--- config.mk ---
export PLATFORM = sky130hd
export DESIGN_NAME = mr_controller_flat
export DESIGN_NICKNAME = d
export VERILOG_FILES = /design/src/design/mr_pkg.sv /design/src/design/mr_link_if.sv /design/src/design/mr_controller.sv /design/src/flat_wrapper.sv
export SDC_FILE = /design/constraint.sdc
export NUM_CORES = 1
export LEC_CHECK = 0
export ABC_AREA = 1
export BUFFER_PORTS_ARGS = -buffer_cell sky130_fd_sc_hd__buf_2
export CAP_MARGIN = 10
export CORE_UTILIZATION = 58
export DETAILED_ROUTE_END_ITERATION = 8
export PLACE_DENSITY = 0.87
export SYNTH_ARGS = -nofsm -noshare
export SYNTH_HDL_FRONTEND = slang
export SYNTH_SLANG_ARGS = --single-unit
--- constraint.sdc ---
create_clock -name core_clk -period 1.6 [get_ports core_clk]
set_clock_uncertainty 0.15 [all_clocks]
set_input_delay 0 -clock core_clk [delete_from_list [all_inputs] [get_ports core_clk]]
set_output_delay 0 -clock core_clk [all_outputs]
set_load 0.02 [all_outputs]
--- src/design/mr_pkg.sv ---
// Constants and types shared by both ends of the mode-register link.
// Assumes one command on the link per link-clock cycle.
package mr_pkg;
    // Mode register addresses on the command/address bus.
    localparam logic [5:0] OSC_COUNT_LOW_ADDR  = 6'h12;
    localparam logic [5:0] OSC_COUNT_HIGH_ADDR = 6'h13;
    localparam logic [5:0] UPPER_INVERT_ADDR   = 6'h14;
    localparam logic [5:0] CA_BUFFER_ADDR      = 6'h15;
    // Field positions and values after reset.
    localparam int         LOW_SPEED_BIT       = 5;
    localparam logic [7:0] INVERT_RESET        = 8'h55;
    localparam logic [7:0] CA_BUFFER_RESET     = 8'h00;
    localparam logic [7:0] LOW_SPEED_MASK      = 8'h20;
    // Ceiling of the link clock while the low-speed buffer is in use.
    localparam int         LOW_SPEED_MAX_MHZ   = 800;
    // Core cycles per half period of the link clock.
    localparam int         LINK_DIV_CYCLES     = 2;
    // Controller register offsets.
    localparam logic [3:0] REG_MR_ADDR   = 4'h0;
    localparam logic [3:0] REG_MR_WDATA  = 4'h1;
    localparam logic [3:0] REG_COMMAND   = 4'h2;
    localparam logic [3:0] REG_STATUS    = 4'h3;
    localparam logic [3:0] REG_READ_BYTE = 4'h4;
    localparam logic [3:0] REG_COUNT_LO  = 4'h5;
    localparam logic [3:0] REG_COUNT_HI  = 4'h6;
    localparam logic [3:0] REG_CONFIG    = 4'h7;
    // Command register bits.
    localparam int CMD_WRITE_BIT   = 0;
    localparam int CMD_READ_BIT    = 1;
    localparam int CMD_START_BIT   = 2;
    localparam int CMD_MEASURE_BIT = 3;
    // Status and configuration bits.
    localparam int STAT_BUSY_BIT    = 0;
    localparam int STAT_MEASURE_BIT = 1;
    localparam int STAT_REFUSED_BIT = 2;
    localparam int CFG_INIT_BIT     = 0;
    localparam int CFG_ODT_BIT      = 1;
    localparam int CFG_FAST_BIT     = 2;

    // Controller sequencer states; every step but CTRL_WAIT back to CTRL_IDLE changes one bit.
    typedef enum logic [1:0] {
        CTRL_IDLE = 2'b00,
        CTRL_SEND = 2'b01,
        CTRL_WAIT = 2'b11
    } ctrl_state_t;
endpackage

--- src/design/mr_link_if.sv ---
// Link between the memory controller and the mode-register bank.
// The controller makes the link clock; the device samples on its rise.
`timescale 1ns/1ns
interface mr_link_if;
    logic       link_clk;
    logic       cmd_valid;
    logic       cmd_write;
    logic       cmd_mpc;
    logic [5:0] cmd_addr;
    logic [7:0] cmd_data;
    logic       rsp_valid;
    logic [7:0] rsp_data;

    modport controller (
        output link_clk,
        output cmd_valid,
        output cmd_write,
        output cmd_mpc,
        output cmd_addr,
        output cmd_data,
        input  rsp_valid,
        input  rsp_data
    );

    modport device (
        input  link_clk,
        input  cmd_valid,
        input  cmd_write,
        input  cmd_mpc,
        input  cmd_addr,
        input  cmd_data,
        output rsp_valid,
        output rsp_data
    );
endinterface

--- src/design/mr_controller.sv ---
// Memory-controller end: software register port, link clock divider and
// a small sequencer for mode-register reads, writes and measurements.
// Assumes software uses the register port on core_clk.
//
// Functional notes
// - Register 12h reads low oscillator count byte.
// - Register 13h reads high oscillator count byte.
// - Controller reads both bytes and joins them.
// - Start-oscillator command clears both count bytes.
// - Controller may retune strobe phase from count.
// - Register 14h inverts upper lanes bit by bit.
// - Invert register holds 55h after reset.
// - Upper mask pin sends true pattern always.
// - No bus inversion during read calibration.
// - Register 15h bit 5 selects low-speed buffer.
// - Without support, buffer select writes are ignored.
// - Low-speed buffer limits clock to 800 MHz.
// - Writes update only the write set-point copy.
// - Device acts on operating set-point copy only.
// - Low-speed enable only after initialization completes.
// - Low-speed enable only with termination disabled.
`timescale 1ns/1ns
module mr_controller #(
    parameter int unsigned LINK_DIV = mr_pkg::LINK_DIV_CYCLES
) (
    // Clock, reset and enable.
    input  wire logic       core_clk,
    input  wire logic       resetn,
    input  wire logic       en,
    // Software register port.
    input  wire logic [3:0] addr,
    input  wire logic [7:0] wdata,
    input  wire logic       wr,
    input  wire logic       rd,
    output logic      [7:0] rdata,
    // Link to the device.
    mr_link_if.controller   link
);

    // All state of the controller.
    typedef struct packed {
        mr_pkg::ctrl_state_t st;
        logic [7:0]  div;
        logic        link_clk;
        logic        cmd_valid;
        logic        cmd_write;
        logic        cmd_mpc;
        logic [5:0]  cmd_addr;
        logic [7:0]  cmd_data;
        logic        sent;
        logic        measure;
        logic        phase;
        logic [5:0]  mr_addr;
        logic [7:0]  mr_wdata;
        logic [7:0]  rd_byte;
        logic [15:0] count;
        logic [2:0]  cfg;
        logic        refused;
        logic        rsp_s1;
        logic        rsp_s2;
        logic        rsp_s3;
        logic [7:0]  data_s1;
        logic [7:0]  data_s2;
        logic [7:0]  rdata;
    } ctrl_s_t;

    ctrl_s_t s_q;
    ctrl_s_t s_d;
    logic    tick;
    logic    fall;
    logic    rsp_edge;
    logic    ls_allowed;
    logic    ls_request;

    assign tick     = (s_q.div == 8'(LINK_DIV - 1));
    assign fall     = tick & s_q.link_clk;
    assign rsp_edge = s_q.rsp_s2 & ~s_q.rsp_s3;
    // Low-speed buffer only after init, without CA termination, slow clock.
    assign ls_allowed = s_q.cfg[mr_pkg::CFG_INIT_BIT] &
                        ~s_q.cfg[mr_pkg::CFG_ODT_BIT] &
                        ~s_q.cfg[mr_pkg::CFG_FAST_BIT];
    assign ls_request = (s_q.mr_addr == mr_pkg::CA_BUFFER_ADDR) &
                        s_q.mr_wdata[mr_pkg::LOW_SPEED_BIT];

    // Divider, synchronisers, register port and sequencer.
    always_comb begin
        s_d = s_q;
        s_d.div = tick ? 8'h00 : 8'(s_q.div + 8'h01);
        if (tick) begin
            s_d.link_clk = ~s_q.link_clk;
        end
        // Two-stage synchronisers on the answer; stage two is read, and a third valid stage finds the edge.
        s_d.rsp_s1  = link.rsp_valid;
        s_d.rsp_s2  = s_q.rsp_s1;
        s_d.rsp_s3  = s_q.rsp_s2;
        s_d.data_s1 = link.rsp_data;
        s_d.data_s2 = s_q.data_s1;
        // Register reads answer one cycle later.
        s_d.rdata = 8'h00;
        if (rd) begin
            unique case (addr)
                mr_pkg::REG_MR_ADDR:   s_d.rdata = {2'b00, s_q.mr_addr};
                mr_pkg::REG_MR_WDATA:  s_d.rdata = s_q.mr_wdata;
                mr_pkg::REG_STATUS:    s_d.rdata = {5'h00, s_q.refused,
                                         s_q.measure,
                                         s_q.st != mr_pkg::CTRL_IDLE};
                mr_pkg::REG_READ_BYTE: s_d.rdata = s_q.rd_byte;
                mr_pkg::REG_COUNT_LO:  s_d.rdata = s_q.count[7:0];
                mr_pkg::REG_COUNT_HI:  s_d.rdata = s_q.count[15:8];
                mr_pkg::REG_CONFIG:    s_d.rdata = {5'h00, s_q.cfg};
                default:               s_d.rdata = 8'h00;
            endcase
        end
        if (wr) begin
            if (addr == mr_pkg::REG_MR_ADDR) begin
                s_d.mr_addr = wdata[5:0];
            end else if (addr == mr_pkg::REG_MR_WDATA) begin
                s_d.mr_wdata = wdata;
            end else if (addr == mr_pkg::REG_CONFIG) begin
                s_d.cfg = wdata[2:0];
            end else if (addr == mr_pkg::REG_STATUS &&
                         wdata[mr_pkg::STAT_REFUSED_BIT]) begin
                s_d.refused = 1'b0;
            end
        end
        // Sequencer. A refusal and its clear are both register writes, so
        // they never fall in one cycle.
        unique case (s_q.st)
            mr_pkg::CTRL_IDLE: begin
                if (wr && addr == mr_pkg::REG_COMMAND) begin
                    s_d.sent = 1'b0;
                    s_d.cmd_write = 1'b0;
                    s_d.cmd_mpc   = 1'b0;
                    s_d.cmd_addr  = s_q.mr_addr;
                    s_d.cmd_data  = 8'h00;
                    if (wdata[mr_pkg::CMD_WRITE_BIT]) begin
                        // A low-speed enable outside its window is flagged.
                        if (ls_request && !ls_allowed) begin
                            s_d.refused = 1'b1;
                        end else begin
                            s_d.st = mr_pkg::CTRL_SEND;
                            s_d.cmd_write = 1'b1;
                            s_d.cmd_data = (s_q.mr_addr ==
                                mr_pkg::CA_BUFFER_ADDR) ?
                                (s_q.mr_wdata & mr_pkg::LOW_SPEED_MASK) :
                                s_q.mr_wdata;
                        end
                    end else if (wdata[mr_pkg::CMD_READ_BIT]) begin
                        s_d.st = mr_pkg::CTRL_SEND;
                    end else if (wdata[mr_pkg::CMD_START_BIT]) begin
                        s_d.st = mr_pkg::CTRL_SEND;
                        s_d.cmd_mpc = 1'b1;
                    end else if (wdata[mr_pkg::CMD_MEASURE_BIT]) begin
                        s_d.st = mr_pkg::CTRL_SEND;
                        s_d.measure = 1'b1;
                        s_d.phase = 1'b0;
                        s_d.cmd_addr = mr_pkg::OSC_COUNT_LOW_ADDR;
                    end
                end
            end
            mr_pkg::CTRL_SEND: begin
                // Command valid changes at the falling link edge only.
                if (fall) begin
                    s_d.cmd_valid = ~s_q.sent;
                    s_d.sent = 1'b1;
                    if (s_q.sent) begin
                        s_d.st = (s_q.cmd_write || s_q.cmd_mpc) ?
                                 mr_pkg::CTRL_IDLE : mr_pkg::CTRL_WAIT;
                    end
                end
            end
            mr_pkg::CTRL_WAIT: begin
                if (rsp_edge) begin
                    s_d.rd_byte = s_q.data_s2;
                    s_d.st = mr_pkg::CTRL_IDLE;
                    // The low count byte is followed at once by the high.
                    if (s_q.measure && !s_q.phase) begin
                        s_d.count[7:0] = s_q.data_s2;
                        s_d.phase = 1'b1;
                        s_d.sent = 1'b0;
                        s_d.cmd_addr = mr_pkg::OSC_COUNT_HIGH_ADDR;
                        s_d.st = mr_pkg::CTRL_SEND;
                    end else if (s_q.measure) begin
                        s_d.count[15:8] = s_q.data_s2;
                        s_d.measure = 1'b0;
                    end
                end
            end
            default: s_d.st = mr_pkg::CTRL_IDLE;
        endcase
    end

    // State register; enable freezes everything.
    always_ff @(posedge core_clk) begin
        if (!resetn) begin
            s_q <= '0;
        end else if (en) begin
            s_q <= s_d;
        end
    end

    // Outputs come straight from the state register.
    assign rdata          = s_q.rdata;
    assign link.link_clk  = s_q.link_clk;
    assign link.cmd_valid = s_q.cmd_valid;
    assign link.cmd_write = s_q.cmd_write;
    assign link.cmd_mpc   = s_q.cmd_mpc;
    assign link.cmd_addr  = s_q.cmd_addr;
    assign link.cmd_data  = s_q.cmd_data;

endmodule // mr_controller

--- src/flat_wrapper.sv ---
// flat-port wrapper written by rule: the top's interface ports become plain ports
module mr_controller_flat 
#(
    parameter int unsigned LINK_DIV = mr_pkg::LINK_DIV_CYCLES
)
  (core_clk, resetn, en, addr, wdata, wr, rd, rdata, link_link_clk, link_cmd_valid, link_cmd_write, link_cmd_mpc, link_cmd_addr, link_cmd_data, link_rsp_valid, link_rsp_data);
  mr_link_if link_i ();
  input  wire logic core_clk;
  input  wire logic resetn;
  input  wire logic en;
  input  wire logic [3:0] addr;
  input  wire logic [7:0] wdata;
  input  wire logic wr;
  input  wire logic rd;
  output logic      [7:0] rdata;
  output wire logic [$bits(link_i.link_clk)-1:0] link_link_clk;
  output wire logic [$bits(link_i.cmd_valid)-1:0] link_cmd_valid;
  output wire logic [$bits(link_i.cmd_write)-1:0] link_cmd_write;
  output wire logic [$bits(link_i.cmd_mpc)-1:0] link_cmd_mpc;
  output wire logic [$bits(link_i.cmd_addr)-1:0] link_cmd_addr;
  output wire logic [$bits(link_i.cmd_data)-1:0] link_cmd_data;
  input wire logic [$bits(link_i.rsp_valid)-1:0] link_rsp_valid;
  input wire logic [$bits(link_i.rsp_data)-1:0] link_rsp_data;
  assign link_link_clk = link_i.link_clk;
  assign link_cmd_valid = link_i.cmd_valid;
  assign link_cmd_write = link_i.cmd_write;
  assign link_cmd_mpc = link_i.cmd_mpc;
  assign link_cmd_addr = link_i.cmd_addr;
  assign link_cmd_data = link_i.cmd_data;
  assign link_i.rsp_valid = link_rsp_valid;
  assign link_i.rsp_data = link_rsp_data;
  mr_controller #(.LINK_DIV(LINK_DIV)) u_core (.core_clk(core_clk), .resetn(resetn), .en(en), .addr(addr), .wdata(wdata), .wr(wr), .rd(rd), .rdata(rdata), .link(link_i));
endmodule
==> PnR_summary.wiki <==
{| class="wikitable"
! Metric !! Value
|-
| XOR/XNOR Fraction of Synth Area || 0
|-
| Number of flops mapped to enable cells by yosys || 0
|-
| Synthesis warning total || 0
|-
| Height of the chip || 90.52 um
|-
| List of cells traversed by the critical path || inv_1 > ha_1 > inv_1 > nor2_2 > nand2_1 > nor2_2 > inv_2 > nand2_1 > buf_4 > nor3_1
|-
| Class of the worst hold path || in2reg
|-
| Fraction of layout instances using a drive strength above 1 || 0.1988
|-
| Status || finished clean
|-
| Count of port buffers added during placement || 51
|-
| Total wire length after detailed routing || 11.89 mm
|-
| Combinational share of power || 0.084
|-
| Top cells by area, synth || sky130_fd_sc_hd__dfxtp_1 (44%), sky130_fd_sc_hd__nand2_1 (7.5%), sky130_fd_sc_hd__nor2_1 (7.4%)
|-
| Switching Power || 1.207 mW
|-
| Post-CTS setup buffers || 0
|-
| Fin crit period || 1584 ps
|-
| Global-route usage over all layers || 0.2845
|-
| Cell internal power dissipation || 3.597 mW
|-
| First-pass GRT wire length || 18.77 mm
|-
| Flip-flop cell with the highest count after synthesis || sky130_fd_sc_hd__dfxtp_1
|-
| Post-Synth Simple-Gate Area || 0.2561
|-
| Die X || 90.52 um
|-
| Number of global-route vias before repair || 4122
|-
| Area taken by multi-input logic gates || 0.002069 mm2
|-
| Area taken by flip-flops and latches || 0.002009 mm2
|-
| Slowest CP cell || sky130_fd_sc_hd__dfxtp_4
|-
| Maximum Capacitance Violations || 0
|-
| Die Area || 0.008193 mm2
|-
| Layout net count || 712
|-
| Switching part of the total || 0.2512
|-
| Data arrival time at the worst-slack endpoint || 1710 ps
|-
| Static leakage || 2.178 nW
|-
| Clock input transition at the sequential cells of the worst setup and hold paths || 100 ps
|-
| Setup tns final || 0 ps
|-
| Clock latency at the later pin of the worst-skew pair || 370 ps
|-
| Area fraction in compound gates after synthesis || 0.1795
|-
| CTS Buf Count || 9
|-
| Clock tree from TritonCTS || yes
|-
| Max transition margin || 0.7661
|-
| Number of instances in the synthesized netlist || 621
|-
| Total number of H-tree levels || 3
|-
| Clock tree root driver cell || sky130_fd_sc_hd__clkbuf_8
|-
| Worst setup slack for register-to-register paths || 20 ps
|-
| Worst endpoint required time || 1720 ps
|-
| Effective utilization at floorplan || 0.6134
|-
| Post-Synthesis Cell Area || 0.004544 mm2
|-
| Starting DRT DRC Count || 366
|-
| Number of filler instances in the final layout || 564
|-
| Global route total overflow || 0
|-
| Post-route fraction of the period consumed by the critical path || 0.9897
|-
| Startpoint types || register
|-
| Maximum fanout along the worst path || 5
|-
| Post-synth top area share || 0.4405
|-
| Routed wire per std cell || 15.09 um
|-
| Flop pwr share || 0.536
|-
| Final routed DRC violation total || 0
|-
| Transition time at the pin with the least slew margin || 347.2 ps
|-
| TritonRoute pass-1 iters || 5
|-
| Synth Net Count || 649
|-
| Placeable core region || 0.007408 mm2
|-
| Number of library cell types mapped by synthesis || 39
|-
| Fraction of registers with async set or reset after synthesis || 0
|-
| Antenna diode count || 0
|-
| Final HPWL from detailed placement || 7.683 mm
|-
| Cell count after placement || 739
|-
| Layout-stage area growth over the synthesis result || 18.64%
|-
| Via density || 5.662
|-
| PD cells || 890.9 mW/mm2
|-
| Antenna violations before repair || 0
|-
| Portion of total power attributed to the clock network || 0.380
|-
| Number of setup violations in the final report || 0
|-
| Final Wtd Congestion || 0.9262
|-
| Post-DRT Antenna Nets || 0
|-
| Most area-hungry cell type in the Yosys netlist || sky130_fd_sc_hd__dfxtp_1
|-
| Fraction of the yosys area taken by sequential cells || 0.4405
|-
| Top-level port count || 52
|-
| Number of flip-flops and latches in the synthesized netlist || 100
|-
| Final hold violations || 0
|-
| Type of element capturing the critical path || register
|-
| Fin. max-slew vios || 0
|-
| Synthesized area divided by synthesized cell count || 7.318 um2
|-
| Proportion of synthesized area in mux cells || 0
|-
| Maximum number of pins on one net before global-route repair || 44
|-
| Clock buffer depth || 2
|-
| Critical Setup Path Class || reg2reg
|-
| FMAX || 631.5 MHz
|-
| Site row count || 31
|-
| Number of clock sinks || 100
|-
| Number of vias in the routed layout || 4462
|-
| Unrepaired setup endpoints after global routing || yes
|-
| Synth Area in Adders || 0.005507
|-
| Largest incremental delay on the critical path || 390 ps
|-
| Worst IR drop on VDD || 734.0 uV
|-
| Dominant combinational cell family by area after synthesis || simple AND/OR/NAND/NOR gates
|-
| Final instance count without filler cells || 788
|}
==> kinds of logic (layout without fill, tap and decap cells) <==
kind of cell | count (synthesis) | count (layout)
buffers and inverters | 112 | 180
AOI/OAI and AO/OA | 150 | 150
adders and majority gates | 2 | 2
and+or+nand+nor | 257 | 257
DFF | 100 | 100
==> cell type report <==
type / instances / share of cell area
clock buffer: 9 / 0.02298
clock inverter: 7 / 0.01903
inverter: 69 / 0.04897
multi-input combinational: 409 / 0.3838
sequential: 100 / 0.3727
tap: 99 / 0.02298
timing repair buffer: 95 / 0.1295
==> synthesized netlist by cell type, types with 3 or more instances <==
library cell / instances
sky130_fd_sc_hd__o21ai_1: 9
sky130_fd_sc_hd__a31oi_1: 5
sky130_fd_sc_hd__nor3_1: 11
sky130_fd_sc_hd__inv_2: 15
sky130_fd_sc_hd__nor3_2: 3
sky130_fd_sc_hd__nand3_1: 29
sky130_fd_sc_hd__nand2_4: 3
sky130_fd_sc_hd__dfxtp_1: 100
sky130_fd_sc_hd__buf_6: 3
sky130_fd_sc_hd__nand2_1: 91
sky130_fd_sc_hd__a21oi_1: 62
sky130_fd_sc_hd__a22oi_1: 3
sky130_fd_sc_hd__clkbuf_1: 12
sky130_fd_sc_hd__a211oi_1: 4
sky130_fd_sc_hd__buf_4: 22
sky130_fd_sc_hd__nand4_1: 9
sky130_fd_sc_hd__inv_1: 50
sky130_fd_sc_hd__nor2_2: 8
sky130_fd_sc_hd__o21ai_0: 58
sky130_fd_sc_hd__buf_2: 6
sky130_fd_sc_hd__nor2_1: 90
sky130_fd_sc_hd__nand2_2: 4
==> state kept, by name, summed over array words and instances, names as in the netlist <==
signal	count
u_core.s_q	64
u_core.s_d	10
u_core.link.cmd_data	8
u_core.rdata	8
u_core.link.cmd_addr	6
u_core.link.cmd_mpc	1
u_core.link.cmd_valid	1
u_core.link.cmd_write	1
u_core.link.link_clk	1
==> per-stage QoR <==
stage | setup slack (ps) | util | hold WS, ps | instance area [um2] | total power, mW
6_report | 16.41 | 0.7277 | 43.45 | 5391 | 4.803
5_1_grt | -68.07 | 0.7277 | 55.16 | 5391 | 4.946
4_1_cts | 5.883 | 0.7159 | 11.04 | 5304 | 4.777
3_5_place_dp | 32.79 | 0.6421 | 76.15 | 4757 | 2.940
3_3_place_gp | 110.3 | 0.6421 | 70.62 | 4757 | 2.926
2_1_floorplan | 144.2 | - | -15.10 | 4544 | 2.821
==> final timing paths <==
kind	depth (start not counted)	startpoint	end
setup / recovery	10	u_core.s_q[91]	u_core.s_q[90]
hold / removal	5	addr[2]	u_core.s_q[28]
setup reg to reg	10	u_core.s_q[91]	u_core.s_q[90]
hold reg to reg	2	u_core.link.cmd_valid	u_core.link.cmd_valid
==> per-layer routing <==
metal / wire length [um] / part of all wire / track usage / up-vias
li1: - / - / - / 2142
met1: 4999 / 0.42 / 0.3452 / 2061
met2: 5664 / 0.48 / 0.4741 / 218
met3: 834 / 0.070 / 0.06397 / 41
met4: 395 / 0.033 / 0.1384 / 0
met5: 0 / 0 / 0 / -
==> timing repair <==
item,4_1_cts,5_1_grt
pin swaps,0,2
hold buffers,32,2
endpoints found under the setup margin,1,31
hold endpoints to repair,50,3
resized for setup,1,25
cloned,0,0
==> cells in the final DEF (no fill, tap or decap), drive strengths merged <==
master,count
dfxtp,100
nor2,100
nand2,98
inv,70
o21ai,67
a21oi,64
buf,61
dlygate4sd3,32
nand3,32
nor3,14
clkbuf,10
nand4,9
a211oi,6
a31oi,5
a22oi,3
clkinv,3
o22ai,2
nor3b,2
ha,2
bufinv,2
o2111ai,1
o211ai,1
nand3b,1
or2,1
o31ai,1
clkinvlp,1
dlymetal6s4s,1
==> critical path, delay by kind of cell, from the launching register on <==
| kind | cells | cell delay (ps) |
|---|---|---|
| adders and majority gates | 1 | 170 |
| DFF | 1 | 390 |
| and+or+nand+nor | 5 | 440 |
| buffers and inverters | 4 | 370 |
==> power groups by stage <==
stage / Combinational [mW] / Sequential [mW] / Clock [mW]
finish: 0.403 / 2.57 / 1.83
global route: 0.439 / 2.58 / 1.93
CTS: 0.370 / 2.57 / 1.84
detailed placement: 0.311 / 2.63 / 0
global placement: 0.301 / 2.63 / 0
floorplan: 0.203 / 2.62 / 0
No activity file was read; power rests on OpenSTA's default activity.
